**src/trim_pkg.sv**
```systemverilog
// Package of constants, register map and types for the trim control block
package trim_pkg;

    // ------------------------------------------------------------------
    // Sizes
    // ------------------------------------------------------------------
    localparam int NUM_CHANNELS = 4;
    localparam int OFFSET_W     = 8;
    localparam int GAIN_W       = 6;
    localparam int RANGE_W      = 2;
    localparam int DATA_W       = 16;
    localparam int IO_W         = 2;

    // ------------------------------------------------------------------
    // Register byte offsets (APB, one word each)
    // ------------------------------------------------------------------
    localparam logic [7:0] ADDR_FUNC   = 8'h00;
    localparam logic [7:0] ADDR_STATUS = 8'h04;
    localparam logic [7:0] ADDR_IO     = 8'h08;
    localparam logic [7:0] ADDR_CH0    = 8'h10;

    // Per channel: data, range, gain, offset words
    localparam logic [7:0] CH_STRIDE   = 8'h10;
    localparam logic [3:0] SUB_DATA    = 4'h0;
    localparam logic [3:0] SUB_RANGE   = 4'h4;
    localparam logic [3:0] SUB_GAIN    = 4'h8;
    localparam logic [3:0] SUB_OFFSET  = 4'hC;

    // ------------------------------------------------------------------
    // Field positions
    // ------------------------------------------------------------------
    localparam int FUNC_LGND_BIT  = 0;
    localparam int FUNC_IODIR_BIT = 1;
    localparam int STAT_CLAMP_BIT = 0;
    localparam int STAT_SUPOK_BIT = 1;

    // ------------------------------------------------------------------
    // Reset values and codes
    // ------------------------------------------------------------------
    localparam logic [OFFSET_W-1:0] OFFSET_RESET = 8'h00;
    localparam logic [GAIN_W-1:0]   GAIN_RESET   = 6'h00;
    localparam logic [RANGE_W-1:0]  RANGE_10V00  = 2'h0;
    localparam logic [RANGE_W-1:0]  RANGE_10V26  = 2'h1;
    localparam logic [RANGE_W-1:0]  RANGE_10V53  = 2'h2;
    localparam logic [DATA_W-1:0]   CODE_ZERO    = 16'h0000;
    localparam logic [DATA_W-1:0]   CODE_NEG_FS  = 16'h8000;
    localparam logic [1:0]          SYNC_RESET   = 2'h0;

    // ------------------------------------------------------------------
    // Types
    // ------------------------------------------------------------------
    typedef struct packed {
        logic [DATA_W-1:0]   data;
        logic [RANGE_W-1:0]  range_sel;
        logic [GAIN_W-1:0]   gain_trim;
        logic [OFFSET_W-1:0] offset_trim;
    } chan_cfg_t;

    typedef struct packed {
        logic amp_path_gate;
        logic clamp_gate;
    } gate_t;

    typedef enum logic [0:0] {
        CLAMPED,
        RELEASED
    } clamp_state_t;

endpackage

```
**src/bit_sync.sv**
```systemverilog
// Two-flop synchroniser for one level from outside the clock domain
`timescale 1ns/1ps
module bit_sync
    import trim_pkg::*;
(
    input  wire logic MCLK,
    input  wire logic RESET,
    input  wire logic CE,
    input  wire logic D,
    output logic      Q
);

    typedef struct packed {
        logic [1:0] pipe;
    } sync_state_t;

    sync_state_t state;
    sync_state_t next_state;

    // Shift the level through two flops
    always_comb begin
        next_state = state;
        if (CE) begin
            next_state.pipe = {state.pipe[0], D};
        end
    end

    always_ff @(posedge MCLK) begin
        if (RESET) begin
            state <= '{pipe: SYNC_RESET};
        end else begin
            state <= next_state;
        end
    end

    assign Q = state.pipe[1];

endmodule

```
**src/output_clamp.sv**
```systemverilog
// Output clamp controller: holds the outputs at ground until released
`timescale 1ns/1ps
module output_clamp
    import trim_pkg::*;
(
    input  wire logic MCLK,
    input  wire logic RESET,
    input  wire logic CE,
    input  wire logic supply_ok,
    input  wire logic reset_input_n,
    input  wire logic data_written,
    output gate_t     gates,
    output logic      clamped
);

    typedef struct packed {
        clamp_state_t fsm;
        gate_t        gates;
    } clamp_reg_t;

    clamp_reg_t state;
    clamp_reg_t next_state;

    // Release needs stable supplies and a data write; reset pin re-clamps
    always_comb begin
        next_state = state;
        if (CE) begin
            case (state.fsm)
                CLAMPED: begin
                    if (supply_ok && reset_input_n && data_written) begin
                        next_state.fsm = RELEASED;
                    end
                end
                RELEASED: begin
                    if (!supply_ok || !reset_input_n) begin
                        next_state.fsm = CLAMPED;
                    end
                end
                default: next_state.fsm = CLAMPED;
            endcase
            // Gates follow the next state
            next_state.gates.clamp_gate    =
                (next_state.fsm == CLAMPED);
            next_state.gates.amp_path_gate =
                (next_state.fsm == RELEASED);
        end
    end

    always_ff @(posedge MCLK) begin
        if (RESET) begin
            state <= '{fsm: CLAMPED,
                       gates: '{amp_path_gate: 1'b0, clamp_gate: 1'b1}};
        end else begin
            state <= next_state;
        end
    end

    assign gates   = state.gates;
    assign clamped = (state.fsm == CLAMPED);
endmodule

```
**src/dac_output_trim_control.sv**
```systemverilog
// Per-channel trim, range, clamp and I/O control with APB register access
//
// Summary of operation
// - Eight bit signed offset trim per channel
// - Offset steps of one eighth LSB
// - Six bit signed fine gain trim
// - Three selectable bipolar output spans
// - Clamp outputs until supplies good and write
// - Release opens clamp and connects amplifier
// - Low reset input clamps and disconnects amplifier
// - Supply detector result drives an output pin
// - Two I/O pins, input or output
// - Host sets output levels, reads pin levels
// - Local ground compensation only when enabled
// - Code 0x0000 gives nominal zero output
// - Code 0x8000 gives negative full scale
// - Range code 00/01/10 selects span
// - Gain trim spans minus 32 to 31
// - Direction bit one makes both pins outputs
// - Values drive outputs; reads report pin levels
`timescale 1ns/1ps
module dac_output_trim_control
    import trim_pkg::*;
#(
    parameter int CHANNELS = NUM_CHANNELS
)
(
    input  wire logic                       MCLK,
    input  wire logic                       RESET,
    input  wire logic                       CE,
    // APB slave
    input  wire logic                       PSEL,
    input  wire logic                       PENABLE,
    input  wire logic                       PWRITE,
    input  wire logic [7:0]                 PADDR,
    input  wire logic [31:0]                PWDATA,
    output logic      [31:0]                PRDATA,
    output logic                            PREADY,
    output logic                            PSLVERR,
    // Pins
    input  wire logic                       RESET_INPUT_N,
    input  wire logic                       SUPPLY_OK,
    output logic                            SUPPLY_MONITOR_OUT,
    input  wire logic                       IO_PIN_ZERO_IN,
    output logic                            IO_PIN_ZERO_OUT,
    output logic                            IO_PIN_ZERO_OE,
    input  wire logic                       IO_PIN_ONE_IN,
    output logic                            IO_PIN_ONE_OUT,
    output logic                            IO_PIN_ONE_OE,
    // Analog control
    output logic                            AMP_PATH_GATE,
    output logic                            CLAMP_GATE,
    output logic                            LOCAL_GROUND_ADJ_EN,
    output logic [CHANNELS*DATA_W-1:0]      CHANNEL_CODE,
    output logic [CHANNELS*RANGE_W-1:0]     RANGE_SEL,
    output logic [CHANNELS*GAIN_W-1:0]      GAIN_TRIM,
    output logic [CHANNELS*OFFSET_W-1:0]    OFFSET_TRIM
);

    // ------------------------------------------------------------------
    // State
    // ------------------------------------------------------------------
    typedef struct packed {
        chan_cfg_t [CHANNELS-1:0] chan;
        logic                     lgnd_en;
        logic                     io_dir;
        logic [IO_W-1:0]          io_value;
        logic [31:0]              rdata;
        logic                     slverr;
        logic                     data_written;
        logic                     ack;
    } top_state_t;

    top_state_t state;
    top_state_t next_state;

    logic            supply_ok_s;
    logic            reset_in_s;
    logic [IO_W-1:0] io_in_s;
    gate_t           gates;
    logic            clamped;

    // ------------------------------------------------------------------
    // Synchronisers for pin inputs
    // ------------------------------------------------------------------
    bit_sync u_sync_sup (
        .MCLK  (MCLK),
        .RESET (RESET),
        .CE    (CE),
        .D     (SUPPLY_OK),
        .Q     (supply_ok_s)
    );

    bit_sync u_sync_rst (
        .MCLK  (MCLK),
        .RESET (RESET),
        .CE    (CE),
        .D     (RESET_INPUT_N),
        .Q     (reset_in_s)
    );

    bit_sync u_sync_io0 (
        .MCLK  (MCLK),
        .RESET (RESET),
        .CE    (CE),
        .D     (IO_PIN_ZERO_IN),
        .Q     (io_in_s[0])
    );

    bit_sync u_sync_io1 (
        .MCLK  (MCLK),
        .RESET (RESET),
        .CE    (CE),
        .D     (IO_PIN_ONE_IN),
        .Q     (io_in_s[1])
    );

    // ------------------------------------------------------------------
    // Output clamp controller
    // ------------------------------------------------------------------
    output_clamp u_clamp (
        .MCLK          (MCLK),
        .RESET         (RESET),
        .CE            (CE),
        .supply_ok     (supply_ok_s),
        .reset_input_n (reset_in_s),
        .data_written  (state.data_written),
        .gates         (gates),
        .clamped       (clamped)
    );

    // ------------------------------------------------------------------
    // APB decode
    // ------------------------------------------------------------------
    logic       access;
    logic       in_chan;
    logic [1:0] ch_idx;
    logic [3:0] sub;

    assign access  = PSEL && PENABLE && CE;
    assign in_chan = (PADDR >= ADDR_CH0) &&
                     (PADDR < (ADDR_CH0 + 8'(CHANNELS) * CH_STRIDE));
    assign ch_idx  = 2'((PADDR - ADDR_CH0) >> 4);
    assign sub     = PADDR[3:0];

    // A transfer is taken in its second access cycle, once ready is up
    logic       take;
    logic       wr_en;
    assign take    = access && state.ack;
    assign wr_en   = take && PWRITE;

    // Register writes, reads and the data-write pulse
    always_comb begin
        next_state = state;
        if (CE) begin
            next_state.data_written = 1'b0;
            next_state.slverr       = 1'b0;
            next_state.rdata        = 32'h0000_0000;
            next_state.ack          = access && !state.ack;
        end
        if (access) begin
            if (PADDR == ADDR_FUNC) begin
                if (wr_en) begin
                    next_state.lgnd_en = PWDATA[FUNC_LGND_BIT];
                    next_state.io_dir  = PWDATA[FUNC_IODIR_BIT];
                end
                next_state.rdata[FUNC_LGND_BIT]  = state.lgnd_en;
                next_state.rdata[FUNC_IODIR_BIT] = state.io_dir;
            end else if (PADDR == ADDR_STATUS) begin
                next_state.rdata[STAT_CLAMP_BIT] = clamped;
                next_state.rdata[STAT_SUPOK_BIT] = supply_ok_s;
            end else if (PADDR == ADDR_IO) begin
                if (wr_en && state.io_dir) begin
                    next_state.io_value = PWDATA[IO_W-1:0];
                end
                next_state.rdata[IO_W-1:0] = io_in_s;
            end else if (in_chan && sub == SUB_DATA) begin
                if (wr_en) begin
                    next_state.chan[ch_idx].data = PWDATA[DATA_W-1:0];
                    next_state.data_written      = 1'b1;
                end
                next_state.rdata[DATA_W-1:0] = state.chan[ch_idx].data;
            end else if (in_chan && sub == SUB_RANGE) begin
                if (wr_en && PWDATA[RANGE_W-1:0] != 2'h3) begin
                    next_state.chan[ch_idx].range_sel =
                        PWDATA[RANGE_W-1:0];
                end
                next_state.rdata[RANGE_W-1:0] =
                    state.chan[ch_idx].range_sel;
            end else if (in_chan && sub == SUB_GAIN) begin
                if (wr_en) begin
                    next_state.chan[ch_idx].gain_trim =
                        PWDATA[GAIN_W-1:0];
                end
                next_state.rdata[GAIN_W-1:0] =
                    state.chan[ch_idx].gain_trim;
            end else if (in_chan && sub == SUB_OFFSET) begin
                if (wr_en) begin
                    next_state.chan[ch_idx].offset_trim =
                        PWDATA[OFFSET_W-1:0];
                end
                next_state.rdata[OFFSET_W-1:0] =
                    state.chan[ch_idx].offset_trim;
            end else begin
                next_state.slverr = 1'b1;
            end
        end
    end

    // Register the state; per-channel defaults on reset
    always_ff @(posedge MCLK) begin
        if (RESET) begin
            state <= '0;
            for (int i = 0; i < CHANNELS; i++) begin
                state.chan[i] <= '{data: CODE_ZERO,
                                   range_sel: RANGE_10V00,
                                   gain_trim: GAIN_RESET,
                                   offset_trim: OFFSET_RESET};
            end
        end else begin
            state <= next_state;
        end
    end

    // ------------------------------------------------------------------
    // Outputs
    // ------------------------------------------------------------------
    // APB answers after one wait state; read data and error from flops
    assign PREADY  = state.ack;
    assign PRDATA  = state.rdata;
    assign PSLVERR = state.ack && state.slverr;

    // Supply detector result straight to its pin (synchronised)
    assign SUPPLY_MONITOR_OUT  = supply_ok_s;
    assign AMP_PATH_GATE       = gates.amp_path_gate;
    assign CLAMP_GATE          = gates.clamp_gate;
    assign LOCAL_GROUND_ADJ_EN = state.lgnd_en;

    // Both pins share one direction bit
    assign IO_PIN_ZERO_OE  = state.io_dir;
    assign IO_PIN_ONE_OE   = state.io_dir;
    assign IO_PIN_ZERO_OUT = state.io_value[0];
    assign IO_PIN_ONE_OUT  = state.io_value[1];

    // Per-channel fields flattened; code forced to zero while clamped.
    // Offset LSB is 1/8 code LSB, gain trim -32..31, code 0x0000 is zero,
    // 0x8000 negative full scale in twos complement.
    genvar g;
    generate
        for (g = 0; g < CHANNELS; g++) begin : g_chan
            assign CHANNEL_CODE[g*DATA_W +: DATA_W] =
                clamped ? CODE_ZERO : state.chan[g].data;
            assign RANGE_SEL[g*RANGE_W +: RANGE_W] =
                state.chan[g].range_sel;
            assign GAIN_TRIM[g*GAIN_W +: GAIN_W] =
                state.chan[g].gain_trim;
            assign OFFSET_TRIM[g*OFFSET_W +: OFFSET_W] =
                state.chan[g].offset_trim;
        end
    endgenerate
endmodule

```
**config.mk**
```make
export PLATFORM = sky130hd
export DESIGN_NAME = dac_output_trim_control
export DESIGN_NICKNAME = d
export VERILOG_FILES = /design/src/trim_pkg.sv /design/src/bit_sync.sv /design/src/output_clamp.sv /design/src/dac_output_trim_control.sv
export SDC_FILE = /design/constraint.sdc
export NUM_CORES = 1
export LEC_CHECK = 0
export ABC_AREA = 1
export BUFFER_PORTS_ARGS = -buffer_cell sky130_fd_sc_hd__buf_2
export CAP_MARGIN = 20
export CORE_UTILIZATION = 40
export DETAILED_ROUTE_END_ITERATION = 7
export PLACE_DENSITY_LB_ADDON = 0.05
export SETUP_SLACK_MARGIN = 0.05
export SYNTH_ARGS = -nofsm -noshare
export SYNTH_HDL_FRONTEND = slang
export SYNTH_SLANG_ARGS = --single-unit
export TNS_END_PERCENT = 1
```
**constraint.sdc**
```tcl
create_clock -name MCLK -period 3.33 [get_ports MCLK]
set_input_delay 0.4995 -clock MCLK [delete_from_list [all_inputs] [get_ports MCLK]]
set_output_delay 0.4995 -clock MCLK [all_outputs]
set_load 0.03 [all_outputs]
```
Yosys cells after proc, flatten, opt, wreduce, memory -nomap -nowiden
Index checks and enable logic that the tools add are counted.

Bits in registers: 161. Bits of input ports: 50. Output and inout port bits: 170. Word-level logic and storage cells: 129.

Add/sub/neg operators: 1. Order comparisons: 4. Eq/ne operators: 10. Multiplexer cells: 54. Bitwise logic cells: 5. Reductions and logical operators: 26.

Operators with widths (number): 128-bit 2-to-1 mux (8); 128-bit bitwise mux (4); 32-bit demux with 2-bit select (4); 16-bit 2-to-1 mux (5); 32-bit binary-select mux with 2-bit select (1); 32-bit 2-to-1 mux (2); 14-bit 2-to-1 mux (4); 8-bit 2-to-1 mux (4); 19-bit 2-to-1 mux (1); 18-bit 2-to-1 mux (1); 1-bit logical AND (16); 2-bit 2-to-1 mux (8); 6-bit 2-to-1 mux (2); 1-bit 2-to-1 mux (9); 9-bit AND reduction (1); 4-bit equality test (second input constant) (2); 8-bit by 3-bit equality test with 1-bit output (second input constant) (1); 8-bit by 4-bit equality test with 1-bit output (second input constant) (1); 8-bit by 5-bit greater-or-equal comparator with 1-bit output (second input constant) (1); 8-bit logical NOT (1); 8-bit by 7-bit < comparator with 1-bit output (second input constant) (1); 3-bit != test (second input constant) (2); 6-bit by 5-bit subtractor with 6-bit output (second input constant) (1); 1-bit inverter (5); 12 further kinds (15).

Depth between registers and ports, before layout
Word-level depth: 12. Depth in mapped cells: 16. Mapped depth without buffers: 13.

Modules after synthesis
From an unflattened synthesis, not the netlist that was laid out.

Cell total of the unflattened synthesis: 1551. Area, all modules: 9670.5 µm².

By module, submodules not included: dac_output_trim_control (times used 1, cells each 1488, area each 9256.4 µm², sequential area each 3022.9 µm²); bit_sync (times used 4, cells each 13, area each 83.8 µm², sequential area each 40.0 µm²); output_clamp (times used 1, cells each 11, area each 78.8 µm², sequential area each 40.0 µm²).

Worst setup path before layout
OpenSTA, ideal clock, no wires.

Path type: input to register. Start: input PADDR[4]. End: register state, in the netlist GAIN_TRIM[5]. Library setup time: 0.113 ns. Arrival: 2.452 ns. Data required time: 3.217 ns. Slack: 0.765 ns. Stages: 14. Path buffers: 3. Cell sequence: inv_2 -> clkbuf_1 -> ha_1 -> nand2_2 -> o21ai_2 -> nor2_8 -> nand2_2 -> nor2_8 -> buf_8 -> nand4_2 -> buf_2 -> nand2_1 -> nand2_1 -> nor2_1.

Word-level cells in the longest chain between the ends: 10. Elaborated cells on any way between the ends: 40. Those cells by class: add/sub: 1; order compare: 4; eq/ne: 6; mux: 17; bitwise: 3; reduce/logical: 9.

RTL lines: start: declaration (line dac_output_trim_control.sv:35) `input wire logic [7:0] PADDR,`; 6-bit by 5-bit subtractor with 6-bit output (line dac_output_trim_control.sv:143) `assign ch_idx = 2'((PADDR - ADDR_CH0) >> 4);`; 2-bit by 3-bit < comparator with 1-bit output (not written as such) or 2-bit by 1-bit greater-or-equal comparator with 1-bit output (tied branches) (line dac_output_trim_control.sv:192) `next_state.chan[ch_idx].gain_trim =`; 1-bit logical AND (not written as such) (line dac_output_trim_control.sv:192); 14-bit 2-to-1 mux (not written as such) (line dac_output_trim_control.sv:192); 32-bit demux with 2-bit select (line dac_output_trim_control.sv:192); 128-bit bitwise mux (line dac_output_trim_control.sv:192); 128-bit 2-to-1 mux (line dac_output_trim_control.sv:191) `if (wr_en) begin`; 128-bit 2-to-1 mux (line dac_output_trim_control.sv:190) `end else if (in_chan && sub == SUB_GAIN) begin`; 128-bit 2-to-1 mux (line dac_output_trim_control.sv:183) `end else if (in_chan && sub == SUB_RANGE) begin`; 128-bit 2-to-1 mux (line dac_output_trim_control.sv:177) `end else if (in_chan && sub == SUB_DATA) begin`; end signal: assignment (line dac_output_trim_control.sv:221) `state <= next_state;`; end: declaration (line dac_output_trim_control.sv:74) `top_state_t state;`.

Parallel ways exist; a longest one is shown, timed or not. The select of a mux whose other input is x is not followed. A chain may end at the register's enable or synchronous reset.

Final worst setup path
Start: input PADDR[4]. End: register state[90] (netlist bit).

Word-level cells in the longest chain between the ends: 8. Elaborated cells on any way between the ends: 40. Those cells by class: add/sub: 1; order compare: 4; eq/ne: 6; mux: 17; bitwise: 3; reduce/logical: 9.

RTL lines: 6-bit by 5-bit subtractor with 6-bit output (line dac_output_trim_control.sv:143); 2-bit by 3-bit < comparator with 1-bit output (not written as such), or another cell as far along (line dac_output_trim_control.sv:179) `next_state.chan[ch_idx].data = PWDATA[DATA_W-1:0];`; 1-bit logical AND (not written as such) or 128-bit bitwise mux (tied branches) (line dac_output_trim_control.sv:179, dac_output_trim_control.sv:199); 32-bit 2-to-1 mux (not written as such) or 128-bit 2-to-1 mux (tied branches) (line dac_output_trim_control.sv:179, dac_output_trim_control.sv:198); 32-bit demux with 2-bit select or 128-bit 2-to-1 mux (tied branches) (line dac_output_trim_control.sv:179, dac_output_trim_control.sv:197); 128-bit bitwise mux or 128-bit 2-to-1 mux (tied branches) (line dac_output_trim_control.sv:179, dac_output_trim_control.sv:190); 128-bit 2-to-1 mux, on equally long branches (line dac_output_trim_control.sv:178, dac_output_trim_control.sv:183); 128-bit 2-to-1 mux (line dac_output_trim_control.sv:177).

Parallel ways exist; a longest one is shown, timed or not. The select of a mux whose other input is x is not followed.

==> run_results.csv <==
group,metric,value,unit
global_route,grt_pass1_vias,7585,
worst_setup_path,path_buf_inv,2,
synthesis,yosysUniqueCellTypes,34,
synthesis,ys_seq_elements,161,
synthesis,synth_top_family_by_area,"simple AND/OR/NAND/NOR gates",
worst_setup_path,crit_required,3660,ps
place,dpl_cell_area,9630,µm²
pwr,finalPower,0.00428,W
worst_setup_path,cp_top_family,"simple AND/OR/NAND/NOR gates",
synthesis,netlist_instances,1499,
synthesis,synth-compound-area-share,0.0992,
worst_setup_path,cp_max_fo,32,
worst_setup_path,crit_type,"in2reg",
die,core,22600,µm²
timing,relSlewSlack,0.376,
synthesis,synthesis.area,9210,µm²
synthesis,yosys.area_share.adder,0.00679,
synthesis,synth_area_per_cell,6.14,µm²
global_route,grt_start_max_net_pins,64,
finish,post-route-util,0.452,
worst_setup_path,path_common_cell,"nor2_1",
timing,finalHoldViolations,0,
pwr,p_leak,6.10,nW
clock_network,path_clk_slew,70,ps
clock_network,cts_hold_buffers,0,
drt,drt_pre_antenna_iters,7,
clock_network,insertion_delay,440,ps
drt,wl_per_cell,14.6,µm
timing,worstMarginPinSlew,934,ps
finish,areaGrowthSynthToFinish,11.0,%
finish,fillers,2487,
timing,rsz0062_at_grt,"no",
timing,setup_violations,0,
hold_path,min_from,"IO_PIN_ZERO_IN",
clock_network,clock-sinks,161,
global_route,grt_usage,0.230,
clock_network,cts_resized,0,
timing,fmax,357,MHz
die,dieHeight,154,µm
worst_setup_path,timing.rr.start,"PREADY$_SDFFE_PP0P_",
global_route,grt_antenna_before_repair,0,
pwr,p_per_area,419,nW/µm²
synthesis,ys_warn_count,0,
drt,wl,27200,µm
timing,setup_tns,0,ps
flow_run,drv_cap,0,
timing,fin_worst_skew,8.39,ps
worst_setup_path,cp.arrival,3130,ps
place,gp_congestion,0.880,
hold_path,hp-class,"in2reg",
finish,final_cell_mix,"nand2_1 (404), nor2_1 (290), inv_1 (228), buf_2 (187), dfxtp_1 (160)",
drt,drc,0,
timing,period_share,0.841,
clock_network,clockBufferDepth,2,
drt,postRouteAntennaNets,0,
worst_setup_path,r2r_slack,1110,ps
global_route,grt_pass1_wl,42300,µm
worst_setup_path,slowest_stage,"nand4_4",
die,rows,55,
die,initial_core_util,0.407,
synthesis,synth_edf_count,0,
synthesis,synthMuxAreaShare,0,
die,io_pins,220,
finish,regArea,3220,µm²
clock_network,cts_root_buf,"clkbuf_16",
clock_network,numCtsBuffers,17,
finish,final_area,10200,µm²
clock_network,tritoncts,"done",
synthesis,seq_area_frac_synth,0.350,
die,dieArea,23600,µm²
clock_network,cts_max_level,4,
drt,vias,8564,
synthesis,synth_xor_area_frac,0,
worst_setup_path,end_kind,"register",
synthesis,synth_top_flop_cell,"dfxtp_1",
finish,drive_gt1_frac,0.166,
finish,layout_commonest_cell,"nand2_1",
timing,whs,284,ps
worst_setup_path,r2r-end,"state[90]$_SDFFE_PP0P_",
place,place_hpwl,18500,µm
drt,drt_iter0_markers,536,
drt,via_per_inst,4.60,
clock_network,postCtsSetupBuffers,0,
synthesis,synth_simple_gate_area_frac,0.332,
worst_setup_path,cp_cell_sequence,"buf_2, buf_4, ha_1, nand3_1, nand2_2, o211ai_1, nand2_1, nand4_4, nor2_1, nor2_1",
worst_setup_path,startpoint_type,"input port",
die,die_w,154,µm
finish,layout.nets,1617,
worst_setup_path,critPathMaxStageDelay,610,ps
worst_setup_path,reg2reg_depth,7,
pwr,vdd_drop_max,0.314,mV
hold_path,worstHoldPathCells,3,
timing,slew_violations,0,
global_route,overflow,0,
finish,multi_input_area,4090,µm²
hold_path,min_to,"u_sync_io0.state[0]$_SDFFE_PP0P_",
place,port_buffers,187,
finish,n_antenna_cell,0,
status,status,"complete, no violations",
synthesis,synth_async_sr_flop_share,0,
timing,min_period,2800,ps
-- power by group --
group	switching (W)	leakage [nW]	internal (W)
Combinational	0.000240	4.51	0.0000744
Clock	0.000906	0.284	0.00113
Sequential	0.00000393	1.30	0.00193
Total	0.00115	6.10	0.00313
-- metal layers --
layer  vias up  GRT usage  routed length, µm
li1       4520          -                  -
met1      3789      0.317              13000
met2       233      0.375              12500
met3        22     0.0380               1350
met5         -          0                  0
met4         0     0.0552                335
-- area by class of cell --
class                   count  area share
clock buffers              17      0.0416
clock inverters            15      0.0165
multi-input cells         945       0.400
well taps                 285      0.0349
inverters                 232      0.0854
repair buffers            205       0.106
flip-flops and latches    161       0.315
-- cell usage after synthesis, types with 10 or more instances --
master    number  area (µm²)
nor2_1       290        1090
nand3_1       17        85.1
clkbuf_1      47         176
buf_2         20         100
o211ai_1      10        75.1
nand4_1       18         113
nand2_1      404        1520
dfxtp_1      161        3220
inv_1        228         856
o21ai_0       82         410
a21oi_1       74         370
buf_4         97         728
-- metrics by stage --
stage               std cells  worst slack, ps
floorplan                1514              765
global placement         1828              156
detailed placement       1828              104
CTS                      1860              567
global route             1860              278
finish                   1860              529
-- state kept, by name, indices dropped and copies added (netlist names), 2 cells and up --
name	count
u_sync_sup.state	2
GAIN_TRIM	24
u_sync_io1.state	2
state	66
RANGE_SEL	8
u_sync_io0.state	2
u_sync_rst.state	2
PRDATA	16
OFFSET_TRIM	32
-- tightest hold or removal path: cells and delay by family --
family / cells / cell delay (ps)
simple gates: 2 / 110
buf+inv: 1 / 70
-- logic make-up after synthesis --
kind of cell,Yosys count
DFF,161
other,1
adders and majority gates,5
buffers and inverters,408
and+or+nand+nor,751
AOI/OAI and AO/OA,173
-- worst max-delay path by stage --
stage,from,to,cells past startpoint
5_1_grt,PADDR[4],state[89]$_SDFFE_PP0P_,10
6_report,PADDR[4],state[90]$_SDFFE_PP0P_,10
2_1_floorplan,PADDR[4],GAIN_TRIM[5]$_SDFFE_PP0P_,14
3_3_place_gp,PADDR[4],state[66]$_SDFFE_PP0P_,10
3_5_place_dp,PADDR[4],state[68]$_SDFFE_PP0P_,10
4_1_cts,PADDR[4],state[68]$_SDFFE_PP0P_,10
Power figures use the tool's default switching activity.
